--- src/mtc_pkg.sv ---
// package of constants for the five-channel timer unit
// assumes a 32-bit classic wishbone register bus and synchronous pin inputs
package mtc_pkg;

  // geometry
  localparam int unsigned MTC_NCH     = 5;
  localparam int unsigned MTC_CW      = 16;
  localparam int unsigned MTC_NOTOG_CH = 2;
  localparam logic [15:0] MTC_CNT_MAX  = 16'hFFFF;
  localparam logic [15:0] MTC_CNT_ZERO = 16'h0000;

  // global register byte offsets (page 0)
  localparam logic [7:0] MTC_OFS_START = 8'h00;
  localparam logic [7:0] MTC_OFS_SYNC  = 8'h04;
  localparam logic [7:0] MTC_OFS_PWM   = 8'h08;

  // channel n lives in page n+1, page is address bits 7:5
  localparam logic [2:0] MTC_PAGE_GLB = 3'h0;
  localparam logic [2:0] MTC_PAGE_CH0 = 3'h1;
  localparam logic [4:0] MTC_CH_CTRL  = 5'h00;
  localparam logic [4:0] MTC_CH_IOC   = 5'h04;
  localparam logic [4:0] MTC_CH_IEN   = 5'h08;
  localparam logic [4:0] MTC_CH_FLAG  = 5'h0C;
  localparam logic [4:0] MTC_CH_CNT   = 5'h10;
  localparam logic [4:0] MTC_CH_GRA   = 5'h14;
  localparam logic [4:0] MTC_CH_GRB   = 5'h18;

  // channel_control_reg fields
  localparam int unsigned MTC_CS_LSB = 0;
  localparam int unsigned MTC_ES_LSB = 3;
  localparam int unsigned MTC_CC_LSB = 5;

  // io_control_reg fields
  localparam int unsigned MTC_IOA_LSB = 0;
  localparam int unsigned MTC_IOB_LSB = 4;

  // timer_flag_reg / enable bit positions
  localparam int unsigned MTC_FLG_A  = 0;
  localparam int unsigned MTC_FLG_B  = 1;
  localparam int unsigned MTC_FLG_OV = 2;

  // clock select codes
  localparam logic [2:0] MTC_CS_DIV1 = 3'h0;
  localparam logic [2:0] MTC_CS_DIV2 = 3'h1;
  localparam logic [2:0] MTC_CS_DIV4 = 3'h2;
  localparam logic [2:0] MTC_CS_DIV8 = 3'h3;

  // edge codes, shared by clock edge select and capture edge select
  localparam logic [1:0] MTC_EDGE_RISE = 2'h0;
  localparam logic [1:0] MTC_EDGE_FALL = 2'h1;

  // io action codes; bit 2 set selects input capture
  localparam logic [2:0] MTC_IO_NONE = 3'h0;
  localparam logic [2:0] MTC_IO_LOW  = 3'h1;
  localparam logic [2:0] MTC_IO_HIGH = 3'h2;
  localparam logic [2:0] MTC_IO_TOG  = 3'h3;
  localparam int unsigned MTC_IO_CAP = 2;

  // clear source codes
  localparam logic [1:0] MTC_CLR_NONE = 2'h0;
  localparam logic [1:0] MTC_CLR_A    = 2'h1;
  localparam logic [1:0] MTC_CLR_B    = 2'h2;
  localparam logic [1:0] MTC_CLR_SYNC = 2'h3;

  // reset values
  localparam logic [6:0]  MTC_RST_CTRL = 7'h00;
  localparam logic [6:0]  MTC_RST_IOC  = 7'h00;
  localparam logic [15:0] MTC_RST_GR   = 16'hFFFF;
  localparam logic [31:0] MTC_RD_ZERO  = 32'h0000_0000;

endpackage

--- src/mtc_edge_det.sv ---
// edge detector with selectable rising, falling or both-edge pulse
// assumes the level input is already synchronous to the clock
`timescale 1ns/1ps
module mtc_edge_det
  import mtc_pkg::*;
(
  input  wire logic       clk,
  input  wire logic       rst_n,
  input  wire logic       ce,
  input  wire logic       level,
  input  wire logic [1:0] edge_sel,
  output logic            pulse
);

  typedef struct packed {
    logic prev;
  } mtc_edge_t;

  mtc_edge_t s_q;
  mtc_edge_t s_d;

  always_comb begin
    s_d      = s_q;
    s_d.prev = level;
  end

  always_ff @(posedge clk or negedge rst_n) begin
    if (!rst_n) begin
      s_q <= '0;
    end else if (ce) begin
      s_q <= s_d;
    end
  end

  always_comb begin
    if (edge_sel == MTC_EDGE_RISE) begin
      pulse = ce & level & ~s_q.prev;
    end else if (edge_sel == MTC_EDGE_FALL) begin
      pulse = ce & ~level & s_q.prev;
    end else begin
      pulse = ce & (level ^ s_q.prev);
    end
  end

endmodule // mtc_edge_det

--- src/mtc_timer_unit.sv ---
// five-channel 16-bit timer: compare, capture, sync preset/clear, pwm
// assumes a classic wishbone master and pins synchronous to CORE_CLK
//
// Notes on behaviour
// internal counter clock is system clock divided by 1, 2, 4 or 8
// external clock from one of four pins, counting rising, falling or both edges
// external clock pulses last at least 1.5 clocks, 2.5 for both edges
// compare match drives pin low, high or toggle; channel 2 cannot toggle
// a fixed level already on the pin leaves the pin unchanged
// match fires on the counter clock that leaves the matching value
// on match the selected io action is applied to that channel pin
// capture edge on a pin copies the counter into its general register
// capture selected as clear source clears the counter on capture
// capture pulses last at least 1.5 clocks, 2.5 for both edges
// counter write on a synced channel presets all synced channels together
// synced channels on sync clear clear when another synced channel clears
// per-channel sync bit puts any of channels 0 to 4 in the group
// setting a channel start bit makes that counter count
// clear source: none, match/capture A, match/capture B, or synchronous
// pwm mode: pin A goes high at match A, low at match B
// pwm forces both registers to compare; pin B keeps its own action
// pwm with equal general registers never changes the pwm output
// clearing on B with A above B stays low; reverse stays high
// pwm mode is selectable per channel through the mode register
// wrap from all ones to zero sets overflow flag and requests if enabled
// match sets its flag, clears if configured, requests if enabled
// counter advances by one per qualified clock while started, else holds
`timescale 1ns/1ps
module mtc_timer_unit
  import mtc_pkg::*;
(
  input  wire logic        CORE_CLK,
  input  wire logic        RST_N,
  input  wire logic        CORE_CE,
  input  wire logic        WB_CYC_I,
  input  wire logic        WB_STB_I,
  input  wire logic        WB_WE_I,
  input  wire logic [7:0]  WB_ADR_I,
  input  wire logic [3:0]  WB_SEL_I,
  input  wire logic [31:0] WB_DAT_I,
  output logic      [31:0] WB_DAT_O,
  output logic             WB_ACK_O,
  input  wire logic [3:0]  EXT_CLOCK_PIN_I,
  input  wire logic [4:0]  CHANNEL_PIN_A_I,
  output logic      [4:0]  CHANNEL_PIN_A_O,
  output logic      [4:0]  CHANNEL_PIN_A_OE,
  input  wire logic [4:0]  CHANNEL_PIN_B_I,
  output logic      [4:0]  CHANNEL_PIN_B_O,
  output logic      [4:0]  CHANNEL_PIN_B_OE,
  output logic      [4:0]  IRQ_REQ_O
);

  ////////////////////////////////////////////////////////////////////////////
  // state

  typedef struct packed {
    logic                  ack;
    logic [31:0]           dat;
    logic [2:0]            presc;
    logic [MTC_NCH-1:0]    start;
    logic [MTC_NCH-1:0]    sync;
    logic [MTC_NCH-1:0]    pwm;
    logic [MTC_NCH-1:0][6:0]  ctrl;
    logic [MTC_NCH-1:0][6:0]  ioc;
    logic [MTC_NCH-1:0][2:0]  ien;
    logic [MTC_NCH-1:0][2:0]  flag;
    logic [MTC_NCH-1:0][15:0] cnt;
    logic [MTC_NCH-1:0][15:0] general_reg_a;
    logic [MTC_NCH-1:0][15:0] general_reg_b;
    logic [MTC_NCH-1:0]    pa;
    logic [MTC_NCH-1:0]    pb;
  } mtc_state_t;

  mtc_state_t s_q;
  mtc_state_t s_d;

  logic [MTC_NCH-1:0] ext_lvl;
  logic [MTC_NCH-1:0] ext_pulse;
  logic [MTC_NCH-1:0] cap_pulse_a;
  logic [MTC_NCH-1:0] cap_pulse_b;
  logic [MTC_NCH-1:0] tick;
  logic [MTC_NCH-1:0] mat_a;
  logic [MTC_NCH-1:0] mat_b;
  logic [MTC_NCH-1:0] cap_a;
  logic [MTC_NCH-1:0] cap_b;
  logic [MTC_NCH-1:0] own_clr;
  logic               sync_clr;
  logic               hit;
  logic               wr;
  logic [2:0]         page;
  logic [4:0]         ofs;
  logic [2:0]         ch;
  logic               is_glb;
  logic               is_ch;
  logic [31:0]        rdat;

  ////////////////////////////////////////////////////////////////////////////
  // helpers

  // byte-lane merge of a 16-bit register
  function automatic logic [15:0] merge16(logic [15:0] old, logic [31:0] wd,
                                          logic [3:0] sel);
    merge16 = {sel[1] ? wd[15:8] : old[15:8], sel[0] ? wd[7:0] : old[7:0]};
  endfunction

  // level a compare pin takes on a match
  function automatic logic pin_act(logic [2:0] io, logic cur, logic tog_ok);
    case (io)
      MTC_IO_LOW:  pin_act = 1'b0;
      MTC_IO_HIGH: pin_act = 1'b1;
      MTC_IO_TOG:  pin_act = tog_ok ? ~cur : 1'b1;
      default:     pin_act = cur;
    endcase
  endfunction

  ////////////////////////////////////////////////////////////////////////////
  // edge detectors for external clocks and capture pins

  for (genvar g = 0; g < MTC_NCH; g++) begin : g_edge
    assign ext_lvl[g] = EXT_CLOCK_PIN_I[s_q.ctrl[g][MTC_CS_LSB +: 2]];

    mtc_edge_det u_clk_edge (
      .clk      (CORE_CLK),
      .rst_n    (RST_N),
      .ce       (CORE_CE),
      .level    (ext_lvl[g]),
      .edge_sel (s_q.ctrl[g][MTC_ES_LSB +: 2]),
      .pulse    (ext_pulse[g])
    );

    mtc_edge_det u_cap_a_edge (
      .clk      (CORE_CLK),
      .rst_n    (RST_N),
      .ce       (CORE_CE),
      .level    (CHANNEL_PIN_A_I[g]),
      .edge_sel (s_q.ioc[g][MTC_IOA_LSB +: 2]),
      .pulse    (cap_pulse_a[g])
    );

    mtc_edge_det u_cap_b_edge (
      .clk      (CORE_CLK),
      .rst_n    (RST_N),
      .ce       (CORE_CE),
      .level    (CHANNEL_PIN_B_I[g]),
      .edge_sel (s_q.ioc[g][MTC_IOB_LSB +: 2]),
      .pulse    (cap_pulse_b[g])
    );
  end

  ////////////////////////////////////////////////////////////////////////////
  // bus decode and read mux

  always_comb begin
    hit    = WB_CYC_I & WB_STB_I;
    page   = WB_ADR_I[7:5];
    ofs    = WB_ADR_I[4:0];
    ch     = 3'(page - MTC_PAGE_CH0);
    is_glb = (page == MTC_PAGE_GLB);
    is_ch  = (page != MTC_PAGE_GLB) && (32'(ch) < MTC_NCH);
    // writes land on the edge at which the master samples ack
    wr     = hit & WB_WE_I & s_q.ack;
    rdat   = MTC_RD_ZERO;
    if (is_glb) begin
      if ({page, ofs} == MTC_OFS_START) begin
        rdat = 32'(s_q.start);
      end else if ({page, ofs} == MTC_OFS_SYNC) begin
        rdat = 32'(s_q.sync);
      end else if ({page, ofs} == MTC_OFS_PWM) begin
        rdat = 32'(s_q.pwm);
      end
    end else if (is_ch) begin
      if (ofs == MTC_CH_CTRL) begin
        rdat = 32'(s_q.ctrl[ch]);
      end else if (ofs == MTC_CH_IOC) begin
        rdat = 32'(s_q.ioc[ch]);
      end else if (ofs == MTC_CH_IEN) begin
        rdat = 32'(s_q.ien[ch]);
      end else if (ofs == MTC_CH_FLAG) begin
        rdat = 32'(s_q.flag[ch]);
      end else if (ofs == MTC_CH_CNT) begin
        rdat = 32'(s_q.cnt[ch]);
      end else if (ofs == MTC_CH_GRA) begin
        rdat = 32'(s_q.general_reg_a[ch]);
      end else if (ofs == MTC_CH_GRB) begin
        rdat = 32'(s_q.general_reg_b[ch]);
      end
    end
  end

  ////////////////////////////////////////////////////////////////////////////
  // per-channel events

  always_comb begin
    logic [2:0] cs;
    logic [2:0] ioa;
    logic [2:0] iob;
    logic [1:0] cc;
    logic       int_tick;
    cs       = 3'h0;
    ioa      = 3'h0;
    iob      = 3'h0;
    cc       = 2'h0;
    int_tick = 1'b0;
    sync_clr = 1'b0;
    for (int i = 0; i < MTC_NCH; i++) begin
      cs  = s_q.ctrl[i][MTC_CS_LSB +: 3];
      cc  = s_q.ctrl[i][MTC_CC_LSB +: 2];
      ioa = s_q.ioc[i][MTC_IOA_LSB +: 3];
      iob = s_q.ioc[i][MTC_IOB_LSB +: 3];
      case (cs)
        MTC_CS_DIV1: int_tick = 1'b1;
        MTC_CS_DIV2: int_tick = s_q.presc[0];
        MTC_CS_DIV4: int_tick = &s_q.presc[1:0];
        MTC_CS_DIV8: int_tick = &s_q.presc;
        default:     int_tick = 1'b0;
      endcase
      // count only while started, on internal or external clock
      tick[i] = s_q.start[i] & (cs[2] ? ext_pulse[i] : int_tick);
      // match on the tick that leaves the matching value; pwm forces compare
      mat_a[i] = tick[i] & (s_q.pwm[i] | ~ioa[MTC_IO_CAP])
                 & (s_q.cnt[i] == s_q.general_reg_a[i]);
      mat_b[i] = tick[i] & (s_q.pwm[i] | ~iob[MTC_IO_CAP])
                 & (s_q.cnt[i] == s_q.general_reg_b[i]);
      cap_a[i] = ~s_q.pwm[i] & ioa[MTC_IO_CAP] & cap_pulse_a[i];
      cap_b[i] = ~s_q.pwm[i] & iob[MTC_IO_CAP] & cap_pulse_b[i];
      own_clr[i] = ((cc == MTC_CLR_A) & (mat_a[i] | cap_a[i]))
                 | ((cc == MTC_CLR_B) & (mat_b[i] | cap_b[i]));
      if (s_q.sync[i] & own_clr[i]) begin
        sync_clr = 1'b1;
      end
    end
  end

  ////////////////////////////////////////////////////////////////////////////
  // next state

  always_comb begin
    logic [2:0]  ioa;
    logic [2:0]  iob;
    logic [1:0]  cc;
    logic        pre_hit;
    logic [15:0] pre_val;
    logic        tog_ok;
    s_d     = s_q;
    ioa     = 3'h0;
    iob     = 3'h0;
    cc      = 2'h0;
    pre_hit = wr & is_ch & (ofs == MTC_CH_CNT);
    pre_val = merge16(s_q.cnt[ch], WB_DAT_I, WB_SEL_I);
    tog_ok  = 1'b0;

    // bus slave: ack one cycle after the strobe, dropped the cycle after
    s_d.ack   = hit & ~s_q.ack;
    s_d.dat   = (hit & ~s_q.ack) ? rdat : s_q.dat;
    s_d.presc = s_q.presc + 3'h1;

    if (wr & is_glb & WB_SEL_I[0]) begin
      if ({page, ofs} == MTC_OFS_START) begin
        s_d.start = WB_DAT_I[MTC_NCH-1:0];
      end else if ({page, ofs} == MTC_OFS_SYNC) begin
        s_d.sync = WB_DAT_I[MTC_NCH-1:0];
      end else if ({page, ofs} == MTC_OFS_PWM) begin
        s_d.pwm = WB_DAT_I[MTC_NCH-1:0];
      end
    end

    for (int i = 0; i < MTC_NCH; i++) begin
      cc     = s_q.ctrl[i][MTC_CC_LSB +: 2];
      ioa    = s_q.ioc[i][MTC_IOA_LSB +: 3];
      iob    = s_q.ioc[i][MTC_IOB_LSB +: 3];
      tog_ok = (i != MTC_NOTOG_CH);

      // configuration writes
      if (wr & is_ch & (ch == 3'(i)) & WB_SEL_I[0]) begin
        if (ofs == MTC_CH_CTRL) begin
          s_d.ctrl[i] = WB_DAT_I[6:0];
        end else if (ofs == MTC_CH_IOC) begin
          s_d.ioc[i] = WB_DAT_I[6:0];
        end else if (ofs == MTC_CH_IEN) begin
          s_d.ien[i] = WB_DAT_I[2:0];
        end
      end

      // general registers: capture wins over a bus write
      if (cap_a[i]) begin
        s_d.general_reg_a[i] = s_q.cnt[i];
      end else if (wr & is_ch & (ch == 3'(i)) & (ofs == MTC_CH_GRA)) begin
        s_d.general_reg_a[i] = merge16(s_q.general_reg_a[i], WB_DAT_I, WB_SEL_I);
      end
      if (cap_b[i]) begin
        s_d.general_reg_b[i] = s_q.cnt[i];
      end else if (wr & is_ch & (ch == 3'(i)) & (ofs == MTC_CH_GRB)) begin
        s_d.general_reg_b[i] = merge16(s_q.general_reg_b[i], WB_DAT_I, WB_SEL_I);
      end

      // counter: preset, clear, count
      if (pre_hit & ((ch == 3'(i)) | (s_q.sync[ch] & s_q.sync[i]))) begin
        s_d.cnt[i] = pre_val;
      end else if (own_clr[i]) begin
        s_d.cnt[i] = MTC_CNT_ZERO;
      end else if ((cc == MTC_CLR_SYNC) & s_q.sync[i] & sync_clr) begin
        s_d.cnt[i] = MTC_CNT_ZERO;
      end else if (tick[i]) begin
        s_d.cnt[i] = s_q.cnt[i] + 16'h0001;
      end

      // flags: written zeros clear, a set in the same cycle wins
      if (wr & is_ch & (ch == 3'(i)) & (ofs == MTC_CH_FLAG) & WB_SEL_I[0]) begin
        s_d.flag[i] = s_q.flag[i] & WB_DAT_I[2:0];
      end
      if (mat_a[i] | cap_a[i]) begin
        s_d.flag[i][MTC_FLG_A] = 1'b1;
      end
      if (mat_b[i] | cap_b[i]) begin
        s_d.flag[i][MTC_FLG_B] = 1'b1;
      end
      if (tick[i] & (s_q.cnt[i] == MTC_CNT_MAX) & ~own_clr[i]) begin
        s_d.flag[i][MTC_FLG_OV] = 1'b1;
      end

      // pin A: pwm waveform or compare action
      if (s_q.pwm[i]) begin
        if (s_q.general_reg_a[i] != s_q.general_reg_b[i]) begin
          if (mat_a[i]) begin
            s_d.pa[i] = 1'b1;
          end else if (mat_b[i]) begin
            s_d.pa[i] = 1'b0;
          end
        end
      end else if (mat_a[i] & ~ioa[MTC_IO_CAP]) begin
        s_d.pa[i] = pin_act(ioa, s_q.pa[i], tog_ok);
      end

      // pin B keeps its own action in pwm mode too
      if (mat_b[i] & ~iob[MTC_IO_CAP]) begin
        s_d.pb[i] = pin_act(iob, s_q.pb[i], tog_ok);
      end
    end
  end

  ////////////////////////////////////////////////////////////////////////////
  // registers

  always_ff @(posedge CORE_CLK or negedge RST_N) begin
    if (!RST_N) begin
      s_q       <= '0;
      s_q.ctrl  <= {MTC_NCH{MTC_RST_CTRL}};
      s_q.ioc   <= {MTC_NCH{MTC_RST_IOC}};
      s_q.general_reg_a   <= {MTC_NCH{MTC_RST_GR}};
      s_q.general_reg_b   <= {MTC_NCH{MTC_RST_GR}};
    end else if (CORE_CE) begin
      s_q <= s_d;
    end
  end

  ////////////////////////////////////////////////////////////////////////////
  // outputs

  always_comb begin
    logic [2:0] ioa;
    logic [2:0] iob;
    ioa = 3'h0;
    iob = 3'h0;
    for (int i = 0; i < MTC_NCH; i++) begin
      ioa = s_q.ioc[i][MTC_IOA_LSB +: 3];
      iob = s_q.ioc[i][MTC_IOB_LSB +: 3];
      CHANNEL_PIN_A_OE[i] = s_q.pwm[i] | (~ioa[MTC_IO_CAP] & (ioa != MTC_IO_NONE));
      CHANNEL_PIN_B_OE[i] = ~iob[MTC_IO_CAP] & (iob != MTC_IO_NONE);
      IRQ_REQ_O[i]        = |(s_q.flag[i] & s_q.ien[i]);
    end
  end

  assign CHANNEL_PIN_A_O = s_q.pa;
  assign CHANNEL_PIN_B_O = s_q.pb;
  assign WB_DAT_O        = s_q.dat;
  assign WB_ACK_O        = s_q.ack;

endmodule // mtc_timer_unit

--- config.mk ---
export PLATFORM = sky130hd
export DESIGN_NAME = mtc_timer_unit
export DESIGN_NICKNAME = d
export VERILOG_FILES = /design/src/mtc_pkg.sv /design/src/mtc_edge_det.sv /design/src/mtc_timer_unit.sv
export SDC_FILE = /design/constraint.sdc
export NUM_CORES = 1
export LEC_CHECK = 0
export BUFFER_PORTS_ARGS = -buffer_cell sky130_fd_sc_hd__buf_2
export CAP_MARGIN = 20
export CORE_MARGIN = 2
export CORE_UTILIZATION = 30
export DETAILED_ROUTE_END_ITERATION = 6
export PLACE_DENSITY = 0.41
export SETUP_SLACK_MARGIN = 0.02
export SKIP_CTS_REPAIR_TIMING = 1
export SLEW_MARGIN = 20
export SYNTH_ARGS = -nofsm -noshare
export SYNTH_HDL_FRONTEND = slang
export SYNTH_SLANG_ARGS = --single-unit
--- constraint.sdc ---
create_clock -name CORE_CLK -period 6.1 [get_ports CORE_CLK]
set_input_delay 0.305 -clock CORE_CLK [delete_from_list [all_inputs] [get_ports CORE_CLK]]
set_output_delay 0.305 -clock CORE_CLK [all_outputs]
set_load 0.01 [all_outputs]
# [After elaboration in Yosys (flattened, before gate mapping)]
# Cells that the tools add are included.
[op_classes] n_addsub=7 n_lt_le_gt_ge=7 n_eq_ne=117 n_mux=182 n_bitwise=346 n_reduce_logical=179
[ops] operator="two-way mux 16 bit" count=51
[ops] operator="AND 1 bit" count=223
[ops] operator="== test 16 bit" count=10
[ops] operator="binary-select mux 16 bit (select 3 bit)" count=3
[ops] operator="nonzero test 2 bit" count=51
[ops] operator="== test 3 x 2 -> 1 bit (second input constant)" count=32
[ops] operator="AND reduction 3 bit" count=32
[ops] operator="two-way mux 1 bit" count=86
[ops] operator="adder 16 x 1 -> 16 bit (second input constant)" count=5
[ops] operator="== test 16 bit (second input constant)" count=5
[ops] operator="inequality test 16 bit" count=5
[ops] operator="NOT 1 bit" count=63
[ops] operator="AND reduction 5 bit" count=11
[ops] operator="== test 3 x 1 -> 1 bit (second input constant)" count=16
[ops] operator="nonzero test 3 bit" count=16
[ops] operator="AND reduction 2 bit" count=22
[ops] operator="binary-select mux 7 bit (select 3 bit)" count=2
[ops] operator="== test 2 x 1 -> 1 bit (second input constant)" count=20
[ops] operator="nonzero test 4 bit" count=9
[ops] operator="bitwise OR 1 bit" count=35
[ops] operator="two-way mux 32 bit" count=1
[ops] operator="two-way mux 8 bit" count=4
[ops] operator="AND 3 bit" count=10
[ops] operator="zero test 2 bit" count=15
[ops] operator="other kinds (31)" count=111
[word_totals] reg_bits=416 elab_cells=924

# [Depth between registers and ports, before layout]
[depth] depth_word=24 depth_mapped=16

# [Hierarchy]
# Synthesis repeated with hierarchy kept, for this count alone.
[hier_totals] hier_cells=2899 hier_area_um2=27413.8
[modules_own_cells] module="mtc_timer_unit" n_inst=1 cells_per_inst=2794 area_per_inst_um2=26400.3 seq_area_each_um2=9834.4
[modules_own_cells] module="mtc_edge_det" n_inst=15 cells_per_inst=7 area_per_inst_um2=67.6 seq_area_each_um2=25.0

# [Worst setup path before layout]
# Ideal clock, no wire load.
[synth_path] path_kind="input to register" from="in WB_ADR_I[5]" to="reg s_q[184] in the netlist's numbering" setup_time_ns=0.072 arrival_ns=3.269 setup_slack_ns=2.759 path_stages=15 cell_sequence="buf_2 > inv_1 > ha_1 > ha_1 > inv_1 > nor2_1 > a22o_1 > a22oi_1 > or2_2 > clkbuf_1 > nor2b_1 > a31oi_2 > buf_2 > a21oi_1 > nor2_1"
[synth_via] elab_chain_len=8 elab_cells_between_ends=18
[synth_lines] item="start, declared" line_no="mtc_timer_unit.sv:38" rtl="input wire logic [7:0] WB_ADR_I,"
[synth_lines] item="subtractor 3 x 1 -> 3 bit" line_no="mtc_timer_unit.sv:157" rtl="ch = 3'(page - MTC_PAGE_CH0);"
[synth_lines] item="binary-select mux 1 bit (select 3 bit) or < comparator 3 bit (tied branches)" line_no="mtc_timer_unit.sv:297, mtc_timer_unit.sv:159"
[synth_lines] item="two-way mux 1 bit (not written as such) or logical AND 1 bit (tied branches)" line_no="mtc_timer_unit.sv:297, mtc_timer_unit.sv:159"
[synth_lines] item="AND 1 bit, on equally long branches" line_no="mtc_timer_unit.sv:297, mtc_timer_unit.sv:248"
[synth_lines] item="bitwise OR 1 bit or AND 1 bit (tied branches)" line_no="mtc_timer_unit.sv:297, mtc_timer_unit.sv:248"
[synth_lines] item="AND 1 bit" line_no="mtc_timer_unit.sv:297" rtl="if (pre_hit & ((ch == 3'(i)) | (s_q.sync[ch] & s_q.sync[i]))) begin"
[synth_lines] item="nonzero test 4 bit (no line)"
[synth_lines] item="AND reduction 2 bit (no line)"
[synth_lines] item="end, declared" line_no="mtc_timer_unit.sv:74" rtl="mtc_state_t s_q;"
# Parallel ways exist; a longest one is shown, timed or not. The select of a mux whose other input is x is not followed.
# A chain may end at the register's enable or synchronous reset.

# [Worst setup path after layout]
[layout_path] from="reg s_q[365] in the netlist's numbering" to="reg s_q[202] in the netlist's numbering"
[layout_via] elab_chain_len=19 elab_cells_between_ends=78
[layout_lines] item="AND reduction 3 bit or AND reduction 2 bit (tied branches)" line_no="mtc_timer_unit.sv:214, mtc_timer_unit.sv:213"
[layout_lines] item="one-hot mux 1 bit (4 select lines)" line_no="mtc_timer_unit.sv:210" rtl="case (cs)"
[layout_lines] item="two-way mux 1 bit" line_no="mtc_timer_unit.sv:218" rtl="tick[i] = s_q.start[i] & (cs[2] ? ext_pulse[i] : int_tick);"
[layout_lines] item="AND 1 bit" line_no="mtc_timer_unit.sv:218"
[layout_lines] item="AND 1 bit, on equally long branches" line_no="mtc_timer_unit.sv:220, mtc_timer_unit.sv:222"
[layout_lines] item="AND 1 bit, on equally long branches" line_no="mtc_timer_unit.sv:221, mtc_timer_unit.sv:223"
[layout_lines] item="bitwise OR 1 bit, on equally long branches" line_no="mtc_timer_unit.sv:226, mtc_timer_unit.sv:227"
[layout_lines] item="AND 1 bit, on equally long branches" line_no="mtc_timer_unit.sv:226, mtc_timer_unit.sv:227"
[layout_lines] item="bitwise OR 1 bit" line_no="mtc_timer_unit.sv:227" rtl="| ((cc == MTC_CLR_B) & (mat_b[i] | cap_b[i]));"
[layout_lines] item="AND 1 bit" line_no="mtc_timer_unit.sv:228" rtl="if (s_q.sync[i] & own_clr[i]) begin"
[layout_lines] item="two-way mux 1 bit (5 in a row)" line_no="mtc_timer_unit.sv:228"
[layout_lines] item="AND 1 bit" line_no="mtc_timer_unit.sv:301" rtl="end else if ((cc == MTC_CLR_SYNC) & s_q.sync[i] & sync_clr) begin"
[layout_lines] item="two-way mux 16 bit" line_no="mtc_timer_unit.sv:301"
[layout_lines] item="two-way mux 16 bit" line_no="mtc_timer_unit.sv:299" rtl="end else if (own_clr[i]) begin"
[layout_lines] item="two-way mux 16 bit" line_no="mtc_timer_unit.sv:297"
# Parallel ways exist; a longest one is shown, timed or not.

==> qor.csv <==
metric,value,unit
maximum clock rate,201.8,MHz
Cells after DPL,3866,
Rel. slew slack,23.01,%
Filler cells,9143,
CP dominant cell by count,ha_1,
Placer Congestion,0.9696,
Final Skew,22.93,ps
worst hold path stage count,3,
fin cells,3975,
"Net count, final",2833,
setup TNS,0,ps
maximum vdd drop,0.1899,mV
Clock Tree Root,clkbuf_16,
cell leakage power,13.15,nW
WP buf/inv,0,
HP Start,WB_DAT_I[7],
Unique masters post-synth,91,
sequential share of the synthesized area,37.74,%
largest net degree at the start of global routing,117,
power density over cell area,217.1,nW/um^2
clk slew on worst S/H paths,60,ps
mean post-synth cell area,9.605,um^2
DR WL/cell,30.79,um
CP max-delay cell,a221oi_1,
Max H-tree Level,2,
fraction of layout cells with a size suffix above 1,22.37,%
"flops & latches, synth",400,
fin crit share,81.24,%
CP top delay family,compound AO/OA/AOI/OAI gates,
port bufs,87,
final worst slack,1145,ps
final hold vios,0,
Area Growth Syn to Fin,11.62,%
RSZ-0062 raised after global routing,false,
crit path launch type,register,
dpl hpwl,92470,um
WP data required,6590,ps
Hold Path Sink,s_q[65],
most frequent cells in the layout,"nand2_1 (254), dfrtp_1 (240), o21ai_0 (187)",
worst hold-check path type,in2reg,
Syn Std Cell Area,27060,um^2
Initial Utilization,30.15,%
Num Clock Sinks,400,
Iter 0 DRT Violations,2279,
Row Count,110,
Max Cap Viol,0,
DRC viols,0,
die height,304.3,um
"most common cell after layout, fill and taps aside",nand2_1,
post-layout util,33.65,%
number of global-route vias before repair,22992,
crit path time final,4955,ps
number of enable flip-flop cells after synthesis,0,
yosys warns,0,
1st-pass router iterations,6,
CTS tree,yes,
Crit Path Class,reg2reg,
detailed-route via count,23283,
top_reg_cell synth,dfrtp_1,
CP max stage delay,680,ps
CTS buffer count,53,
FF-to-FF Start,s_q[365],
ANT nets after route,0,
initial antenna violation count,3,
status,finished clean,
Synth Instances,2817,
async set-or-reset flop fraction in the synthesized netlist,100.0,%
max-slew violations,0,
drt total wl,122400,um
clock latency on the worst-skew pair,630,ps
arrival time worst endpoint,5450,ps
gr usage total,25.84,%
Total Die Area,92600,um^2
"setup slack, reg-to-reg",1140,ps
FF-to-FF End,s_q[202],
dpl ws,1272,ps
Core ar.,89740,um^2
critical path capture point type,register,
width of the chip,304.3,um
final hold slack,140.7,ps
total grt overflow,0,
"critical path fanouts, max",16,
CP Cell Sequence,"ha_1, ha_1, mux2i_1, a221oi_1, a211oi_4, o31ai_2, a22o_1, nand2_1, and4_1, o21ai_4, o21a_4, mux2_2",
first-pass GRT wire length,173700,um
Top Ports,122,
vias per cell,5.857,
cells on worst reg2reg path,12,
Max Root-Sink Buffers,3,
Final Setup Violations,0,
actual slew at the worst max-slew pin,1123,ps
==> worst reg2reg max path, cell delays in order (launching register included) <==
cell and delay [ps]:
dfrtp_1 500, ha_1 360, ha_1 350, mux2i_1 120
a221oi_1 680, a211oi_4 230, o31ai_2 360, a22o_1 400
nand2_1 110, and4_1 440, o21ai_4 540, o21a_4 350
mux2_2 380
==> report_power, final <==
group / switching, mW / internal, mW
sequential: 0.0417 / 2.69
clock: 1.33 / 1.96
combinational: 0.378 / 0.164
==> routing by layer <==
| layer | wire, um | track usage (%) | vias up |
|---|---|---|---|
| met5 | 0 | 0 | - |
| met4 | 4686 | 9.348 | 0 |
| met3 | 8487 | 4.555 | 192 |
| met2 | 55430 | 40.75 | 904 |
| met1 | 53790 | 35.47 | 12047 |
| li1 | - | - | 10140 |
==> per-stage QoR <==
step	area, um^2	power, mW
2_1_floorplan	27110	3.060
3_3_place_gp	28270	3.301
3_5_place_dp	28280	3.310
4_1_cts	30060	6.624
5_1_grt	30200	6.766
6_report	30200	6.558
==> cell type report <==
cell class / instances / area [um^2] / area share (%)
well taps: 1176 / 1471 / 4.872
repair buffers: 153 / 1011 / 3.348
clock inverters: 15 / 180.2 / 0.5966
multi-input cells: 2106 / 15570 / 51.55
clock buffers: 82 / 1598 / 5.291
diodes: 1 / 2.502 / 0.008286
flip-flops and latches: 400 / 10210 / 33.81
inverters: 42 / 157.7 / 0.5220
==> Yosys cell counts, types with 12 or more instances <==
cell,n,area share [%]
dfrtp_1,240,22
and3_1,48,1.1
xnor2_1,167,5.4
a311oi_1,12,0.39
dfstp_2,160,16
o221ai_1,14,0.45
o21a_1,20,0.55
nand2_1,254,3.5
a21oi_1,139,2.6
o31ai_1,13,0.36
a211oi_1,20,0.55
o21ai_0,188,3.5
nand3_1,56,1.0
a31oi_1,38,0.88
o2111ai_1,13,0.42
mux2i_1,178,6.6
a22o_1,40,1.3
buf_1,26,0.36
o22a_1,47,1.5
nand4_1,51,1.2
nor2b_1,22,0.51
mux4_2,69,5.7
xor2_1,98,3.2
nor4_1,26,0.60
nor2_1,182,2.5
o22ai_1,44,1.0
buf_4,47,1.3
clkbuf_1,197,2.7
or3_1,15,0.35
inv_1,41,0.57
a22oi_1,30,0.83
nor3_1,33,0.61
ha_1,13,0.60
mux2_2,123,5.1
==> sequential cells by signal, summed over array words and instances (netlist names) <==
register,flops
g_edge.u_cap_a_edge.s_q,5
s_q,358
CHANNEL_PIN_A_O,5
WB_DAT_O,16
CHANNEL_PIN_B_O,5
g_edge.u_cap_b_edge.s_q,5
g_edge.u_clk_edge.s_q,5
WB_ACK_O,1
==> worst max path at each step <==
stage	startpoint	endpoint	slack, ps	cells past startpoint
2_1_floorplan	WB_ADR_I[5]	s_q[184]	2760	15
3_3_place_gp	s_q[365]	s_q[202]	1390	12
3_5_place_dp	s_q[365]	s_q[202]	1270	12
4_1_cts	s_q[365]	s_q[202]	1240	12
5_1_grt	s_q[365]	s_q[198]	940	13
6_report	s_q[365]	s_q[202]	1140	12
==> logic make-up (layout without fill, tap and decap cells) <==
group	count (synthesis)	after routing	synth area share, %
mux	370	370	17.45
flops	400	400	37.74
fa+ha+maj	13	13	0.6012
buf+inv	326	292	5.323
xor+xnor	265	265	8.578
compound gates	710	710	17.61
other cells	1	17	0.01386
simple gates	732	732	12.69
No activity file was read; power rests on OpenSTA's default activity.
